**src/pkg/sapr_cfg.svh**
```systemverilog
// Timing counts and widths of the converter control block
`ifndef SAPR_CFG_SVH
`define SAPR_CFG_SVH
`define SAPR_RES_W 14
`define SAPR_CLK_MHZ 25
`define SAPR_CONV_NS 4700
// Longest time rounds down
`define SAPR_CONV_CYC ((`SAPR_CONV_NS * `SAPR_CLK_MHZ) / 1000)
`define SAPR_SAR_STEPS 14
`define SAPR_FIFO_DEPTH 8
`define SAPR_FIFO_AW 3
`define SAPR_MSB_FLIP 14'h2000
`endif

```
**src/pkg/sapr_pkg.sv**
```systemverilog
// Types of the converter control block
package sapr_pkg;
	typedef enum logic [5:0] {
		SAPR_IDLE = 6'h01,
		SAPR_ACQ = 6'h02,
		SAPR_CONV = 6'h04,
		SAPR_DONE = 6'h08,
		SAPR_READ = 6'h10,
		SAPR_WAIT = 6'h20
	} sapr_state_t;
	typedef struct packed {
		logic [13:0] data;
		logic oe;
	} sapr_bus_t;
endpackage

```
**src/logic/sapr_top.sv**
```systemverilog
// Control, conversion timing and result bus of the SAR converter
`timescale 1ns/10ps
`include "sapr_cfg.svh"
// Overview of operation
// - Select level at second strobe fall picks the power-down mode after conversion.
// - Select low at second fall: standby, reference and buffer stay powered.
// - Select high at second fall: shutdown, reference and buffer power off.
// - In standby, strobe fall with select low starts acquisition at once.
// - In shutdown, strobe fall with select low wakes reference, enters acquisition.
// - End-of-conversion flag goes low when a conversion finishes.
// - Result bus stays high impedance during acquisition and conversion.
// - Third strobe fall with select high drives the result onto the bus.
// - Strobe returning high releases the result bus.
// - After release the device idles until the next strobe fall.
// - Result is a 14-bit word, least significant bit on line zero.
// - Two's complement (MSB inverted) for bipolar variants, straight binary for unipolar.
// - Conversion ends and flag asserts within 4.7 us of second fall.
// - First strobe fall with select low powers up, starts acquisition; high ignored.
// - Second strobe fall ends acquisition, holds sample, starts conversion.
// - Reset with strobe high returns sequence to idle.
module sapr_fifo #(
	parameter int WIDTH = 14,
	parameter int DEPTH = 8,
	parameter int AW = 3
) (
	input wire logic sys_clk,
	input wire logic reset,
	input wire logic [WIDTH-1:0] in_data,
	input wire logic in_valid,
	output logic in_ready,
	output logic [WIDTH-1:0] out_data,
	output logic out_valid,
	input wire logic out_ready
);
	logic [WIDTH-1:0] mem_q [DEPTH];
	logic [AW-1:0] wr_q;
	logic [AW-1:0] rd_q;
	logic [AW:0] cnt_q;
	logic push;
	logic pop;
	assign push = in_valid && in_ready;
	assign pop = out_valid && out_ready;
	assign in_ready = cnt_q != DEPTH[AW:0];
	assign out_valid = cnt_q != '0;
	assign out_data = mem_q[rd_q];
	always_ff @(posedge sys_clk) begin
		if (push) begin
			mem_q[wr_q] <= in_data;
		end
	end
	always_ff @(posedge sys_clk) begin
		if (reset) begin
			wr_q <= '0;
			rd_q <= '0;
			cnt_q <= '0;
		end else begin
			if (push) begin
				wr_q <= wr_q + 1'b1;
			end
			if (pop) begin
				rd_q <= rd_q + 1'b1;
			end
			cnt_q <= cnt_q + {{AW{1'b0}}, push} - {{AW{1'b0}}, pop};
		end
	end
endmodule

module sapr_top
	import sapr_pkg::*;
#(
	parameter logic BIPOLAR = 1'b1
) (
	input wire logic sys_clk,
	input wire logic reset,
	input wire logic strobe_n,
	input wire logic read_sel,
	input wire logic [13:0] sample_code,
	output logic eoc_n,
	output logic [13:0] result_bus_o,
	output logic [13:0] result_bus_oe,
	output logic ref_on,
	output logic track,
	output logic conv_busy
);
	localparam logic [12:0] CONV_CYC = 13'(`SAPR_CONV_CYC);
	localparam logic [12:0] STEP_CYC = 13'(`SAPR_CONV_CYC / `SAPR_SAR_STEPS);
	sapr_state_t state_q;
	logic strobe_q;
	logic fall;
	logic rise;
	logic shutdown_q;
	logic [12:0] tmr_q;
	logic [13:0] sample_q;
	logic [13:0] sar_q;
	logic [3:0] bit_q;
	logic [13:0] rd_data;
	logic rd_valid;
	logic rd_take;
	logic wr_ready;
	logic push_q;
	logic [13:0] push_data_q;
	logic conv_go;
	logic wake_go;
	logic step_end;
	logic last_bit;
	logic over;
	logic [13:0] final_code;
	sapr_bus_t bus_q;
	// Output coding for the input range variant
	function automatic logic [13:0] code_out(input logic [13:0] raw);
		code_out = BIPOLAR ? (raw ^ `SAPR_MSB_FLIP) : raw;
	endfunction
	assign fall = strobe_q && !strobe_n;
	assign rise = !strobe_q && strobe_n;
	assign rd_take = (state_q == SAPR_DONE) && fall && read_sel && rd_valid;
	// Second strobe fall; held off while the buffer is full so no word is lost
	assign conv_go = (state_q == SAPR_ACQ) && fall && wr_ready;
	// Acquisition request from idle or straight after a finished conversion
	assign wake_go = (state_q == SAPR_IDLE || state_q == SAPR_DONE) && fall && !read_sel;
	// Trial word above the held sample: the current bit is dropped
	assign over = sar_q > sample_q;
	// Second term is only a backstop; steps end long before the limit
	assign step_end = (tmr_q == STEP_CYC - 13'h0001) || (tmr_q == CONV_CYC - 13'h0001);
	assign last_bit = bit_q == 4'h0;
	assign final_code = over ? (sar_q & ~14'h0001) : sar_q;
	always_ff @(posedge sys_clk) begin
		if (reset) begin
			strobe_q <= 1'b1;
		end else begin
			strobe_q <= strobe_n;
		end
	end
	// Sequencer; conversion stalls if the result buffer is full
	always_ff @(posedge sys_clk) begin
		if (reset) begin
			state_q <= SAPR_IDLE;
		end else begin
			unique case (state_q)
				SAPR_IDLE: begin
					if (fall && !read_sel) begin
						state_q <= SAPR_ACQ;
					end
				end
				SAPR_ACQ: begin
					// Select level is free here; it only picks the power mode
					if (conv_go) begin
						state_q <= SAPR_CONV;
					end
				end
				SAPR_CONV: begin
					if (push_q) begin
						state_q <= SAPR_DONE;
					end
				end
				SAPR_DONE: begin
					if (rd_take) begin
						state_q <= SAPR_READ;
					end else if (fall && !read_sel) begin
						state_q <= SAPR_ACQ;
					end
				end
				SAPR_READ: begin
					if (rise) begin
						state_q <= SAPR_IDLE;
					end
				end
				default: begin
					state_q <= SAPR_IDLE;
				end
			endcase
		end
	end
	// Power mode latched at the conversion-start edge
	always_ff @(posedge sys_clk) begin
		if (reset) begin
			shutdown_q <= 1'b1;
			ref_on <= 1'b0;
		end else begin
			if (conv_go) begin
				shutdown_q <= read_sel;
			end
			if (wake_go) begin
				ref_on <= 1'b1;
			end else if (push_q && shutdown_q) begin
				ref_on <= 1'b0;
			end else if (push_q) begin
				ref_on <= 1'b1;
			end
		end
	end
	// Step timer of the internal conversion clock
	always_ff @(posedge sys_clk) begin
		if (reset) begin
			tmr_q <= '0;
		end else if (conv_go) begin
			tmr_q <= '0;
		end else if (state_q == SAPR_CONV && !push_q) begin
			if (step_end) begin
				tmr_q <= '0;
			end else begin
				tmr_q <= tmr_q + 13'h0001;
			end
		end
	end
	// Bit-serial SAR against the held sample, one bit per step
	always_ff @(posedge sys_clk) begin
		if (reset) begin
			bit_q <= '0;
			sar_q <= '0;
			sample_q <= '0;
			push_q <= 1'b0;
			push_data_q <= '0;
		end else begin
			push_q <= 1'b0;
			if (conv_go) begin
				sample_q <= sample_code;
				bit_q <= 4'hD;
				sar_q <= 14'h2000;
			end else if (state_q == SAPR_CONV && !push_q && step_end) begin
				if (over) begin
					sar_q[bit_q] <= 1'b0;
				end
				if (!last_bit) begin
					sar_q[bit_q - 4'h1] <= 1'b1;
					bit_q <= bit_q - 4'h1;
				end else begin
					push_q <= 1'b1;
					push_data_q <= code_out(final_code);
				end
			end
		end
	end
	sapr_fifo #(
		.WIDTH(`SAPR_RES_W),
		.DEPTH(`SAPR_FIFO_DEPTH),
		.AW(`SAPR_FIFO_AW)
	) u_fifo (
		.sys_clk(sys_clk),
		.reset(reset),
		.in_data(push_data_q),
		.in_valid(push_q),
		.in_ready(wr_ready),
		.out_data(rd_data),
		.out_valid(rd_valid),
		.out_ready(rd_take)
	);
	// Flag and bus drive
	always_ff @(posedge sys_clk) begin
		if (reset) begin
			eoc_n <= 1'b1;
			bus_q <= '0;
		end else begin
			if (push_q) begin
				eoc_n <= 1'b0;
			end else if (fall) begin
				eoc_n <= 1'b1;
			end
			if (rd_take) begin
				bus_q.data <= rd_data;
				bus_q.oe <= 1'b1;
			end else if (rise || state_q != SAPR_READ) begin
				bus_q.oe <= 1'b0;
			end
		end
	end
	// Enable drops on the rising strobe itself, at the same edge as the state leaves read
	always_ff @(posedge sys_clk) begin
		if (reset) begin
			result_bus_o <= '0;
			result_bus_oe <= '0;
		end else begin
			result_bus_o <= bus_q.data;
			result_bus_oe <= {14{bus_q.oe && !rise}};
		end
	end
	// Phase flags
	always_ff @(posedge sys_clk) begin
		if (reset) begin
			track <= 1'b0;
			conv_busy <= 1'b0;
		end else begin
			track <= state_q == SAPR_ACQ;
			conv_busy <= state_q == SAPR_CONV;
		end
	end
endmodule

```
**config.mk**
```make
export PLATFORM = sky130hd
export DESIGN_NAME = sapr_top
export DESIGN_NICKNAME = d
export VERILOG_FILES = /design/src/pkg/sapr_pkg.sv /design/src/logic/sapr_top.sv
export VERILOG_INCLUDE_DIRS = /design/src /design/src/pkg
export SDC_FILE = /design/constraint.sdc
export NUM_CORES = 1
export LEC_CHECK = 0
export ABC_AREA = 1
export BUFFER_PORTS_ARGS = -buffer_cell sky130_fd_sc_hd__buf_4
export CORE_ASPECT_RATIO = 0.8
export CORE_MARGIN = 2
export CORE_UTILIZATION = 61
export DETAILED_ROUTE_END_ITERATION = 16
export PLACE_DENSITY = 0.8
export SLEW_MARGIN = 0
export SYNTH_ARGS = -nofsm -noshare
export SYNTH_HDL_FRONTEND = slang
export SYNTH_SLANG_ARGS = --single-unit
```
**constraint.sdc**
```tcl
create_clock -name sys_clk -period 2.9 [get_ports sys_clk]
set_input_delay 0.435 -clock sys_clk [delete_from_list [all_inputs] [get_ports sys_clk]]
set_output_delay 0.435 -clock sys_clk [all_outputs]
set_load 0.03 [all_outputs]
```
# Word level (Yosys, flattened, before mapping)
# Memory sizes are Yosys's and may differ from the RTL's. A register that Yosys moved wholly into a read port is not among the register bits.
# Index checks and enable logic that the tools add are counted.
[word_totals]
ram_bits = 112
reg_bits = 98
mem_count = 1
[op_classes]
eq_ne = 13
n_mux = 32
bitwise_logic = 7
n_reduce_logical = 38
n_lt_le_gt_ge = 5
n_addsub = 6
[mem_list]
columns = ["memory", "depth", "width", "rd", "rd_ports_with_merged_regs", "wr", "line", "text"]
rows = [
  ["u_fifo.mem_q", 8, 14, 1, 1, 1, "sapr_top.sv:35", "logic [WIDTH-1:0] mem_q [DEPTH];"],
]
[ops]
columns = ["op", "n"]
rows = [
  ["two-way mux 14 bit", 7],
  ["two-way mux 6 bit", 5],
  ["one-hot mux 6 bit (5 select lines)", 1],
  ["logical AND 1 bit", 18],
  ["AND 14 bit", 1],
  ["greater-than comparator 14 bit", 1],
  ["NOT 14 bit", 1],
  ["OR 14 bit", 1],
  ["adder 13 x 1 -> 13 bit, second input constant", 1],
  ["== test 13 x 3 -> 1 bit, second input constant", 1],
  ["== test 13 x 7 -> 1 bit, second input constant", 1],
  ["two-way mux 1 bit", 13],
  ["two-way mux 13 bit", 1],
  ["two-way mux 4 bit", 3],
  ["less-than comparator 4 x 5 -> 1 bit, second input constant", 2],
  ["demux 1 bit (select 4 bit)", 2],
  [">= comparator 4 x 1 -> 1 bit, second input constant", 2],
  ["inequality test 2 bit, second input constant", 4],
  ["adder 3 x 1 -> 3 bit, second input constant", 2],
  ["== test 6 x 1 -> 1 bit, second input constant", 1],
  ["== test 6 x 2 -> 1 bit, second input constant", 1],
  ["== test 6 x 3 -> 1 bit, second input constant", 1],
  ["== test 6 x 4 -> 1 bit, second input constant", 1],
  ["== test 6 x 5 -> 1 bit, second input constant", 1],
  ["other kinds (16)", 29],
]

# Depth between registers and ports, before layout
# Gate-level depths: netlist of the first run.
[logic_depth]
word_depth = 14
depth_mapped = 15
ltp_nobuf = 14

# By module
# Synthesis of the first run repeated with hierarchy kept, for this count alone.
[unflattened]
cells_unflattened = 1164
hier_area_um2 = 10037.1
[modules_own_cells]
columns = ["mod", "instances", "cells_per_inst", "seq_area_each_um2", "area_each_um2"]
rows = [
  ["sapr_fifo", 1, 560, 3623.5, 5481.5],
  ["sapr_top", 1, 604, 2042.0, 4555.6],
]

# Worst setup path after synthesis of the first run
# Ideal clock, no wire load.
[synth_path]
path_type = "input to register"
startpoint = "in strobe_n"
endpoint = "reg u_fifo.cnt_q[2]"
cell_stages = 13
slack_ns = 0.665
t_required_ns = 2.772
arrival_time_ns = 2.108
cell_sequence = "nor2_1 > nand2_1 > a21oi_1 > nand2_1 > buf_2 > inv_1 > ha_1 > inv_1 > ha_1 > inv_1 > fa_1 > xor2_1 > nor2_1"
[synth_via]
elab_chain_cells = 7
[synth_rtl]
columns = ["element", "line", "text"]
rows = [
  ["from (decl)", "sapr_top.sv:75", "input wire logic strobe_n,"],
  ["logical NOT 1 bit", "sapr_top.sv:113", "assign fall = strobe_q && !strobe_n;"],
  ["logical AND 1 bit", "sapr_top.sv:113", ""],
  ["logical AND 1 bit (3 in a row)", "sapr_top.sv:115", "assign rd_take = (state_q == SAPR_DONE) && fall && read_sel && rd_valid;"],
  ["named net rd_take", "sapr_top.sv:98", "logic rd_take;"],
  ["logical AND 1 bit", "sapr_top.sv:42", "assign pop = out_valid && out_ready;"],
  ["subtractor 4 x 1 -> 4 bit", "sapr_top.sv:63", "cnt_q <= cnt_q + {{AW{1'b0}}, push} - {{AW{1'b0}}, pop};"],
  ["to (signal assigned)", "sapr_top.sv:63", ""],
  ["to (decl)", "sapr_top.sv:38", "logic [AW:0] cnt_q;"],
]
# The timed path passes the listed nets, and every way through them passes these cells.
# A chain may end at the register's enable or synchronous reset.

# Worst setup path after layout of the first run
[layout_path]
startpoint = "reg strobe_q"
endpoint = "reg u_fifo.cnt_q[3]"
[layout_via]
elab_chain_cells = 6
[layout_rtl]
columns = ["element", "line", "text"]
rows = [
  ["from (decl)", "sapr_top.sv:88", "logic strobe_q;"],
  ["from (signal assigned)", "sapr_top.sv:130", "strobe_q <= strobe_n;"],
  ["logical AND 1 bit", "sapr_top.sv:113", ""],
  ["logical AND 1 bit (3 in a row)", "sapr_top.sv:115", ""],
  ["named net rd_take", "sapr_top.sv:98", ""],
  ["logical AND 1 bit", "sapr_top.sv:42", ""],
  ["subtractor 4 x 1 -> 4 bit", "sapr_top.sv:63", ""],
]
# The timed path passes the listed nets, and every way through them passes these cells.

==> run_results.csv, run 1 <==
group,metric,value,unit
outcome,outcome,"complete, no violations",
clock_network,clkTransAtPathRegs,0.06,ns
min_path,whs_endpoint,"result_bus_oe[0]",
timing,period_share,0.7615,
clock_network,clk_root_buffer_cell,"clkbuf_16",
final_layout,layout.nets,1070,
detailed_routing,wl_per_cell,16.38,um
setup_path,crit_path_start_kind,"flop",
clock_network,cts_made_buffers,22,
die,fp.dieW,143.6,um
detailed_routing,routed_via_density,5.597,
clock_network,cts_buffer_depth,3,
final_layout,stdcell_count,1249,
place,dp.cells,1209,
die,rows,40,
detailed_routing,final_antenna_net_count,0,
timing,slew_headroom,0.2477,
power,p_total,6.308,mW
place,hpwl,12610,um
detailed_routing,first_pass_iters,6,
yosys,synth_top_cell_by_area,"edfxtp_1",
final_layout,fin_area,0.01073,sq mm
yosys,synth_seq_cells,224,
detailed_routing,drc,0,
clock_network,clock_sinks,224,
yosys,ys_warn_count,0,
yosys,synth_cell_types,38,
setup_path,r2r_slack,0.69,ns
detailed_routing,vias,6991,
final_layout,final_cell_mix,"nor2_1, nand2_1, dfxtp_1, edfxtp_1, o21ai_0",
power,p_leak,3.818,nW
place,place_ws,0.5342,ns
clock_network,cts_setup_buffers,0,
global_route,antenna_found_initial,0,
min_path,hold_path.class,"input pin to flop",
clock_network,clock_latency,0.50,ns
timing,fmax,452.8,MHz
yosys,avgSynthCellArea,9.664,sq um
final_layout,mostFrequentLayoutCell,"nor2_1",
yosys,synth_area_leaders,"edfxtp_1, dfxtp_1, nor2_1",
die,core_area,0.01511,sq mm
setup_path,worstPathArrival,2.63,ns
run,maxCapViolCount,0,
setup_path,worst_ep_required_time,3.32,ns
setup_path,cp_num_buf_inv,3,
final_layout,regArea,0.005605,sq mm
yosys,synth_top_area_frac,0.3537,
final_layout,n_antenna_cell,0,
setup_path,path_max_fanout,4,
clock_network,cts-htree-levels,1,
global_route,grt-ovfl-total,0,
power,power.density,587.7,mW/mm^2
setup_path,critPathMaxStageDelay,0.35,ns
place,dpl_cell_area,0.009986,sq mm
die,die_area,0.01661,sq mm
global_route,grt_max_degree,40,
power,ir_drop,0.0007321,V
setup_path,cp_slowest_cell,"dfxtp_1",
setup_path,worstSetupStartpoint,"strobe_q",
setup_path,r2r-end,"u_fifo.cnt_q[3]",
yosys,syn_nets,1031,
setup_path,path_class,"flop to flop",
timing,maxSlewViolCount,0,
timing,rsz0062_at_grt,"no",
yosys,syn_area,0.009509,sq mm
clock_network,postCtsHoldBufs,0,
place,numPortBuffers,49,
timing,setup_viol_count_final,0,
setup_path,crit_chain,"inv_1, nor2_1, nand2_1, a21oi_1, nand2_1, inv_1, ha_1, inv_1, ha_1, nand2_1, nor2_1, a211oi_1, o21ai_0, a21oi_1",
setup_path,r2r.worst_path.cells,14,
final_layout,n_fill_cell,1113,
detailed_routing,drtIter0Drc,703,
detailed_routing,wirelength,20460,um
final_layout,drive_above_1_share,0.1396,
timing,skew,0.02106,ns
global_route,grt_pass1_vias,6610,
setup_path,critPathCaptureType,"flop",
global_route,grt_pass1_wl,33160,um
clock_network,cts_tree,"done",
die,die_y,115.7,um
min_path,min_from,"strobe_n",
timing,fin_crit,2.208,ns
timing,tns,0,ns
timing,hold_viol_final,0,
clock_network,post_cts_resized,0,
final_layout,synthToLayoutAreaGrowth,12.88,%
setup_path,critPathTopFamily,"compound AO/OA/AOI/OAI gates",
timing,finalWorstSetupSlack,0.6915,ns
yosys,syn_inst,984,
setup_path,rr_startpoint,"strobe_q",
final_layout,multi_input_area,0.003227,sq mm
yosys,ys_seq_area_frac,0.5895,
min_path,hold_depth,2,
place,gp_congestion,0.9554,
timing,worst_pin_slew,1.127,ns
die,start_util,0.6291,
global_route,grtUsageTotal,0.2538,
die,io_pins,50,
[logic make-up after synthesis]
| group | count (synthesis) | synth area share |
|---|---|---|
| xor gates and xnor gates | 8 | 0.007369 |
| DFF | 224 | 0.5895 |
| other | 1 | 0.0003944 |
| adders and majority gates | 29 | 0.03895 |
| buffers and inverters | 152 | 0.07118 |
| AOI/OAI and AO/OA | 184 | 0.1103 |
| and+or+nand+nor | 386 | 0.1824 |
[worst reg2reg max path: stages, from the launching register on]
cell and delay (ns):
dfxtp_1 0.35, inv_1 0.06, nor2_1 0.18, nand2_1 0.08
a21oi_1 0.16, nand2_1 0.09, inv_1 0.09, ha_1 0.20
inv_1 0.06, ha_1 0.26, nand2_1 0.07, nor2_1 0.04
a211oi_1 0.22, o21ai_0 0.12, a21oi_1 0.17
[sequential cells by signal, summed over array words and instances, names as in the netlist]
signal	flops
bus_q	15
sar_q	14
result_bus_o	14
tmr_q	13
shutdown_q	1
track	1
u_fifo.rd_q	3
eoc_n	1
result_bus_oe	1
u_fifo.cnt_q	4
ref_on	1
push_q	1
push_data_q	14
u_fifo.mem_q	112
strobe_q	1
sample_q	14
conv_busy	1
u_fifo.wr_q	3
bit_q	4
state_q	6
[per-layer routing]
metal | GRT usage | vias to the layer above | part of all wire
li1 | - | 3394 | -
met1 | 0.3647 | 3266 | 0.44
met2 | 0.4063 | 305 | 0.46
met3 | 0.04421 | 26 | 0.084
met4 | 0.06405 | 0 | 0.013
met5 | 0 | - | 0
[how the worst max path moves through the flow]
stage | slack, ns | cells past startpoint | end
2_1_floorplan | 0.66 | 13 | u_fifo.cnt_q[2]
3_3_place_gp | 0.63 | 14 | u_fifo.cnt_q[3]
3_5_place_dp | 0.53 | 14 | u_fifo.cnt_q[3]
4_1_cts | 0.69 | 14 | u_fifo.cnt_q[3]
5_1_grt | 0.40 | 14 | u_fifo.cnt_q[3]
6_report | 0.69 | 14 | u_fifo.cnt_q[3]
[power by group]
| part | total (mW) | switching (mW) | internal [mW] |
|---|---|---|---|
| Clock | 2.93 | 1.18 | 1.75 |
| Combinational | 0.0835 | 0.0531 | 0.0304 |
| Sequential | 3.30 | 0.00319 | 3.29 |
[metrics by stage]
stage	utilization	hold WS (ns)
after floorplan	-	0.3997
after global placement	0.6607	0.4086
after detailed placement	0.6607	0.4098
after CTS	0.7102	0.1391
after global routing	0.7102	0.1519
final	0.7102	0.1533
[synthesized netlist by cell type, drive strengths merged]
cell type / number
a31oi: 2
nor2: 181
xor2: 7
o21ai: 96
o311ai: 1
o2111ai: 1
or2: 1
a211oi: 3
o31ai: 2
ha: 28
nor3: 6
xnor2: 1
nand2: 138
edfxtp: 112
nand3b: 1
clkbuf: 27
a21oi: 51
dfxtp: 112
nand4: 19
conb: 1
o221ai: 28
buf: 27
inv: 98
fa: 1
nand3: 40
[layout make-up]
class                   count  area share
flip-flops and latches    224      0.5222
inverters                  98     0.03474
clock buffers              29     0.05665
multi-input cells         608      0.3006
repair buffers             69     0.04826
clock inverters            11     0.01306
well taps                 210     0.02448
Power figures use the tool's default switching activity.
==> run 2, diff against run 1 <==
CORE_UTILIZATION = 55   (was 61)
PLACE_DENSITY = 0.76   (was 0.8)
clock period = 2 ns   (was 2.9 ns; I/O delays follow)
==> run_results.csv, run 2 (same netlist as run 1, synthesis figures left out) <==
group,metric,value,unit
die,io_pins,50,
clock_network,cts_made_buffers,22,
min_path,hold_path.class,"input pin to flop",
outcome,outcome,"complete, no violations",
setup_path,crit_top_cell,"inv_2",
final_layout,regMostFlops,"u_fifo.mem_q",
power,p_leak,4.025,nW
setup_path,critPathCaptureType,"flop",
place,numPortBuffers,49,
clock_network,clock_sinks,224,
final_layout,synthToLayoutAreaGrowth,17.74,%
detailed_routing,wirelength,20230,um
min_path,hold_depth,3,
setup_path,cp_slowest_cell,"fa_2",
timing,fin_crit,1.999,ns
detailed_routing,final_antenna_net_count,0,
power,power.net_switching,1.735,mW
die,rows,42,
global_route,grtUsageTotal,0.2242,
final_layout,layout.nets,1104,
timing,rsz0062_at_grt,"yes",
die,core_area,0.01671,sq mm
timing,hold_viol_final,0,
setup_path,critPathMaxStageDelay,0.52,ns
clock_network,cts_buffer_depth,3,
global_route,grt_pass1_vias,6619,
setup_path,path_max_fanout,2,
detailed_routing,drc,0,
timing,skew,0.009325,ns
detailed_routing,vias,6889,
detailed_routing,drtIter0Drc,566,
final_layout,drive_above_1_share,0.1957,
timing,period_share,0.9997,
detailed_routing,first_pass_iters,5,
global_route,grt_pass1_wl,32580,um
power,swShare,0.1939,
setup_path,crit_chain,"inv_2, nor2_4, nand2_2, a21oi_4, nand2_2, inv_2, ha_4, inv_2, ha_2, inv_2, fa_2, nor2_1",
power,p_seq_frac,0.534,
timing,fmax,500.1,MHz
global_route,grt-ovfl-total,0,
place,hpwl,13400,um
timing,setup_viol_count_final,0,
die,die_area,0.01836,sq mm
power,pwr-share-clk,0.451,
final_layout,n_antenna_cell,0,
setup_path,r2r.worst_path.cells,12,
clock_network,clkTransAtPathRegs,0.06,ns
timing,tns,0,ns
setup_path,path_class,"flop to flop",
global_route,antenna_found_initial,0,
detailed_routing,wl_per_cell,15.64,um
place,dp.cells,1246,
die,fp.dieW,151.0,um
power,internal_power,7.214,mW
final_layout,final_cell_mix,"nor2_1, nand2_1, edfxtp_1",
setup_path,worstPathArrival,2.39,ns
final_layout,stdcell_count,1293,
die,die_y,121.6,um
clock_network,cts-htree-levels,1,
timing,maxSlewViolCount,0,
final_layout,largest_reg_flops,112,
clock_network,clock_latency,0.50,ns
power,ir_drop,0.0005065,V
power,power.density,799.4,mW/mm^2
global_route,grt_max_degree,59,
place,gp_congestion,0.8745,
setup_path,worst_ep_required_time,2.39,ns
setup_path,crit_path_start_kind,"flop",
final_layout,mostFrequentLayoutCell,"nor2_1",
clock_network,cts_tree,"done",
power,pwr-share-comb,0.015,
run,maxCapViolCount,0,
die,start_util,0.5690,
clock_network,clk_root_buffer_cell,"clkbuf_16",
detailed_routing,routed_via_density,5.328,
final_layout,top_regs,"u_fifo.mem_q: 112 flops, bus_q: 15 flops",
-- run 2: cell types whose count changed in the layout (fill, tap and decap cells not counted), moves of 5 or more --
cell,previous run,this run
buf_4,69,89
nor2_1,148,137
nor2_2,26,36
buf_12,0,9
inv_1,94,87
inv_2,3,10
clkbuf_8,1,7
buf_6,0,5
-- run 2: final timing paths --
check	end	slack, ns	start
hold / removal	sample_q[0]	0.06	sample_code[0]
hold reg to reg	result_bus_o[7]	0.42	bus_q[8]
setup / recovery	u_fifo.cnt_q[1]	0.0005	strobe_q
setup reg to reg	u_fifo.cnt_q[1]	0.0005	strobe_q
-- run 2: routing by layer --
layer,track usage,share of wire
met4,0.07068,0.023
met1,0.3067,0.44
met5,0,0
met2,0.3753,0.48
met3,0.02921,0.052
-- run 2: stage by stage --
stage | total power, mW | cell area [sq um] | hold WS, ns | setup WS (ns) | utilization
floorplan | 4.949 | 9538 | 0.3965 | -0.1758 | -
global placement | 5.008 | 10340 | 0.4041 | 0.02530 | 0.6185
detailed placement | 5.010 | 10340 | 0.4092 | -0.04585 | 0.6185
CTS | 9.015 | 11140 | 0.05305 | 0.0005245 | 0.6664
global route | 9.195 | 11200 | 0.08419 | -0.07340 | 0.6700
finish | 8.950 | 11200 | 0.06474 | 0.0005109 | 0.6700
-- run 2: layout make-up --
cell class,count,area (sq um)
repair buffers,103,904.6
well taps,220,275.3
multi-input cells,608,3311
fillers,1272,5515
clock inverters,4,23.77
flip-flops and latches,224,5610
clock buffers,36,698.2
inverters,98,372.9
-- run 2: power by group through the flow --
stage               Sequential, mW  Combinational, mW  Clock, mW
CTS                           4.78              0.133       4.10
global placement              4.88              0.127          0
global route                  4.78              0.149       4.27
finish                        4.78              0.134       4.03
floorplan                     4.88             0.0660          0
detailed placement            4.88              0.128          0
-- run 2: repair_timing --
item / in CTS / in global routing
gates cloned: 0 / 0
pin swaps: 6 / 6
hold buffers: 0 / 0
resized for setup: 13 / 16
buffers inserted: 6 / 1
setup endpoints to repair: 2 / 60
-- run 2: worst max-delay path, delay by kind of cell (launching register included) --
family	cells	cell delay [ns]
AOI/OAI and AO/OA	1	0.14
DFF	1	0.33
and+or+nand+nor	4	0.28
adders and majority gates	3	0.89
buffers and inverters	4	0.24
==> run 3, diff against run 2 <==
CORE_UTILIZATION = 61   (was 55)
PLACE_DENSITY = 0.8   (was 0.76)
RECOVER_POWER = 50   (was unset)
clock period = 2.2 ns   (was 2 ns; I/O delays follow)
==> run_results.csv, run 3 (same netlist as run 1, synthesis figures left out) <==
group,metric,value,unit
detailed_routing,first_pass_iters,5,
global_route,antenna_found_initial,0,
final_layout,final_cell_mix,"nor2_1, nand2_1, edfxtp_1",
detailed_routing,drc,0,
final_layout,regArea,0.005609,sq mm
final_layout,top_regs,"u_fifo.mem_q: 112 flops, bus_q: 15 flops",
clock_network,clock_sinks,224,
final_layout,multi_input_area,0.003238,sq mm
outcome,outcome,"complete, no violations",
timing,maxSlewViolCount,0,
final_layout,stdcell_count,1264,
final_layout,drive_above_1_share,0.1613,
die,die_y,115.7,um
global_route,gr-max-usage-layer,"met2",
die,io_pins,50,
setup_path,worstPathArrival,2.44,ns
clock_network,cts-htree-levels,1,
place,numPortBuffers,49,
final_layout,layout.nets,1085,
place,dpl_cell_area,0.01008,sq mm
final_layout,mostFrequentLayoutCell,"nor2_1",
final_layout,largest_reg_flops,112,
global_route,grt_pass1_vias,6575,
detailed_routing,wl_per_cell,16.34,um
detailed_routing,vias,6994,
timing,skew,0.008962,ns
detailed_routing,routed_via_density,5.533,
detailed_routing,wirelength,20660,um
power,p_leak,3.914,nW
timing,fin_crit,2.057,ns
global_route,grt-ovfl-total,0,
power,ir_drop,0.0005813,V
timing,worst_pin_slew,0.6767,ns
place,dp.cells,1220,
power,power.density,770.4,mW/mm^2
clock_network,cts_tree,"done",
clock_network,cts_buffer_depth,3,
min_path,hold_path.class,"input pin to flop",
timing,rsz0062_at_grt,"yes",
setup_path,crit_path_start_kind,"flop",
clock_network,postCtsHoldBufs,0,
timing,finalHoldWorstSlack,0.04735,ns
place,gp_congestion,0.9659,
final_layout,n_fill_cell,1111,
global_route,use_met3,0.03719,
setup_path,critPathCaptureType,"flop",
timing,period_share,0.9352,
timing,hold_viol_final,0,
global_route,grt_max_degree,58,
final_layout,regMostFlops,"u_fifo.mem_q",
timing,slew_headroom,0.5484,
run,maxCapViolCount,0,
final_layout,n_antenna_cell,0,
clock_network,clkTransAtPathRegs,0.06,ns
global_route,grtUsageTotal,0.2538,
setup_path,path_max_fanout,3,
timing,setup_viol_count_final,0,
setup_path,path_class,"flop to flop",
setup_path,worst_ep_required_time,2.58,ns
global_route,use_met2,0.4051,
final_layout,synthToLayoutAreaGrowth,14.63,%
clock_network,cts_made_buffers,22,
timing,tns,0,ns
die,rows,40,
clock_network,clk_root_buffer_cell,"clkbuf_16",
detailed_routing,drtIter0Drc,639,
detailed_routing,final_antenna_net_count,0,
global_route,grtUsageMet1,0.3684,
timing,fmax,486.0,MHz
final_layout,fin_area,0.01090,sq mm
clock_network,clock_latency,0.50,ns
die,die_area,0.01661,sq mm
die,start_util,0.6291,
die,core_area,0.01511,sq mm
die,fp.dieW,143.6,um
global_route,grt_pass1_wl,32990,um
place,hpwl,13100,um
run 3: changes by cell type in the layout (fill, tap and decap cells not counted), moves of 3 or more:
cell / change
buf_12: -8
buf_4: -6
buf_6: -5
bufinv_16: +3
clkbuf_1: -3
clkbuf_8: -4
clkinvlp_4: +3
ha_1: +3
inv_1: +7
inv_2: -7
nor2_1: +9
nor2_2: -8
run 3: what timing repair did:
item / in CTS / in global routing
buffers inserted: 0 / 4
endpoints found under the setup margin: 0 / 45
gates resized for setup: 0 / 7
run 3: worst paths after layout:
path,startpoint,endpoint,slack (ns),cells after the start
max reg2reg,state_q[4],u_fifo.cnt_q[2],0.14,12
max,state_q[4],u_fifo.cnt_q[2],0.14,12
min,strobe_n,result_bus_oe[0],0.05,2
min reg2reg,bus_q[6],result_bus_o[5],0.42,2
run 3: worst max-delay path, stage by stage (launching register included):
cell and delay, ns:
dfxtp_2 0.34, nor2_4 0.13, nand4_1 0.18, inv_1 0.10, nand2_1 0.06, inv_1 0.09, ha_1 0.23, inv_1 0.06
ha_1 0.13, inv_1 0.06, fa_1 0.37, xor2_1 0.16, nor2_1 0.05
run 3: layout make-up:
| class | count | share of cell area |
|---|---|---|
| inverters | 98 | 0.03421 |
| clock inverters | 12 | 0.01377 |
| repair buffers | 84 | 0.05900 |
| flip-flops and latches | 224 | 0.5146 |
| multi-input cells | 608 | 0.2971 |
| clock buffers | 28 | 0.05728 |
| well taps | 210 | 0.02410 |
run 3: report_power, final:
part | leakage (nW) | switching, mW | internal, mW
clock | 0.372 | 1.56 | 2.37
combinational | 1.87 | 0.0715 | 0.0449
sequential | 1.67 | 0.00420 | 4.34
run 3: through the flow:
stage,setup slack (ns),utilization,total power [mW]
2_1_floorplan,0.02413,-,4.499
3_3_place_gp,0.09135,0.6670,4.547
3_5_place_dp,0.04798,0.6670,4.549
4_1_cts,0.08671,0.7182,8.441
5_1_grt,-0.04270,0.7212,8.651
6_report,0.1426,0.7212,8.398
run 3: per-layer routing:
layer / up-vias / part of all wire
li1: 3429 / -
met1: 3255 / 0.46
met2: 277 / 0.46
met3: 33 / 0.068
met4: 0 / 0.020
met5: - / 0
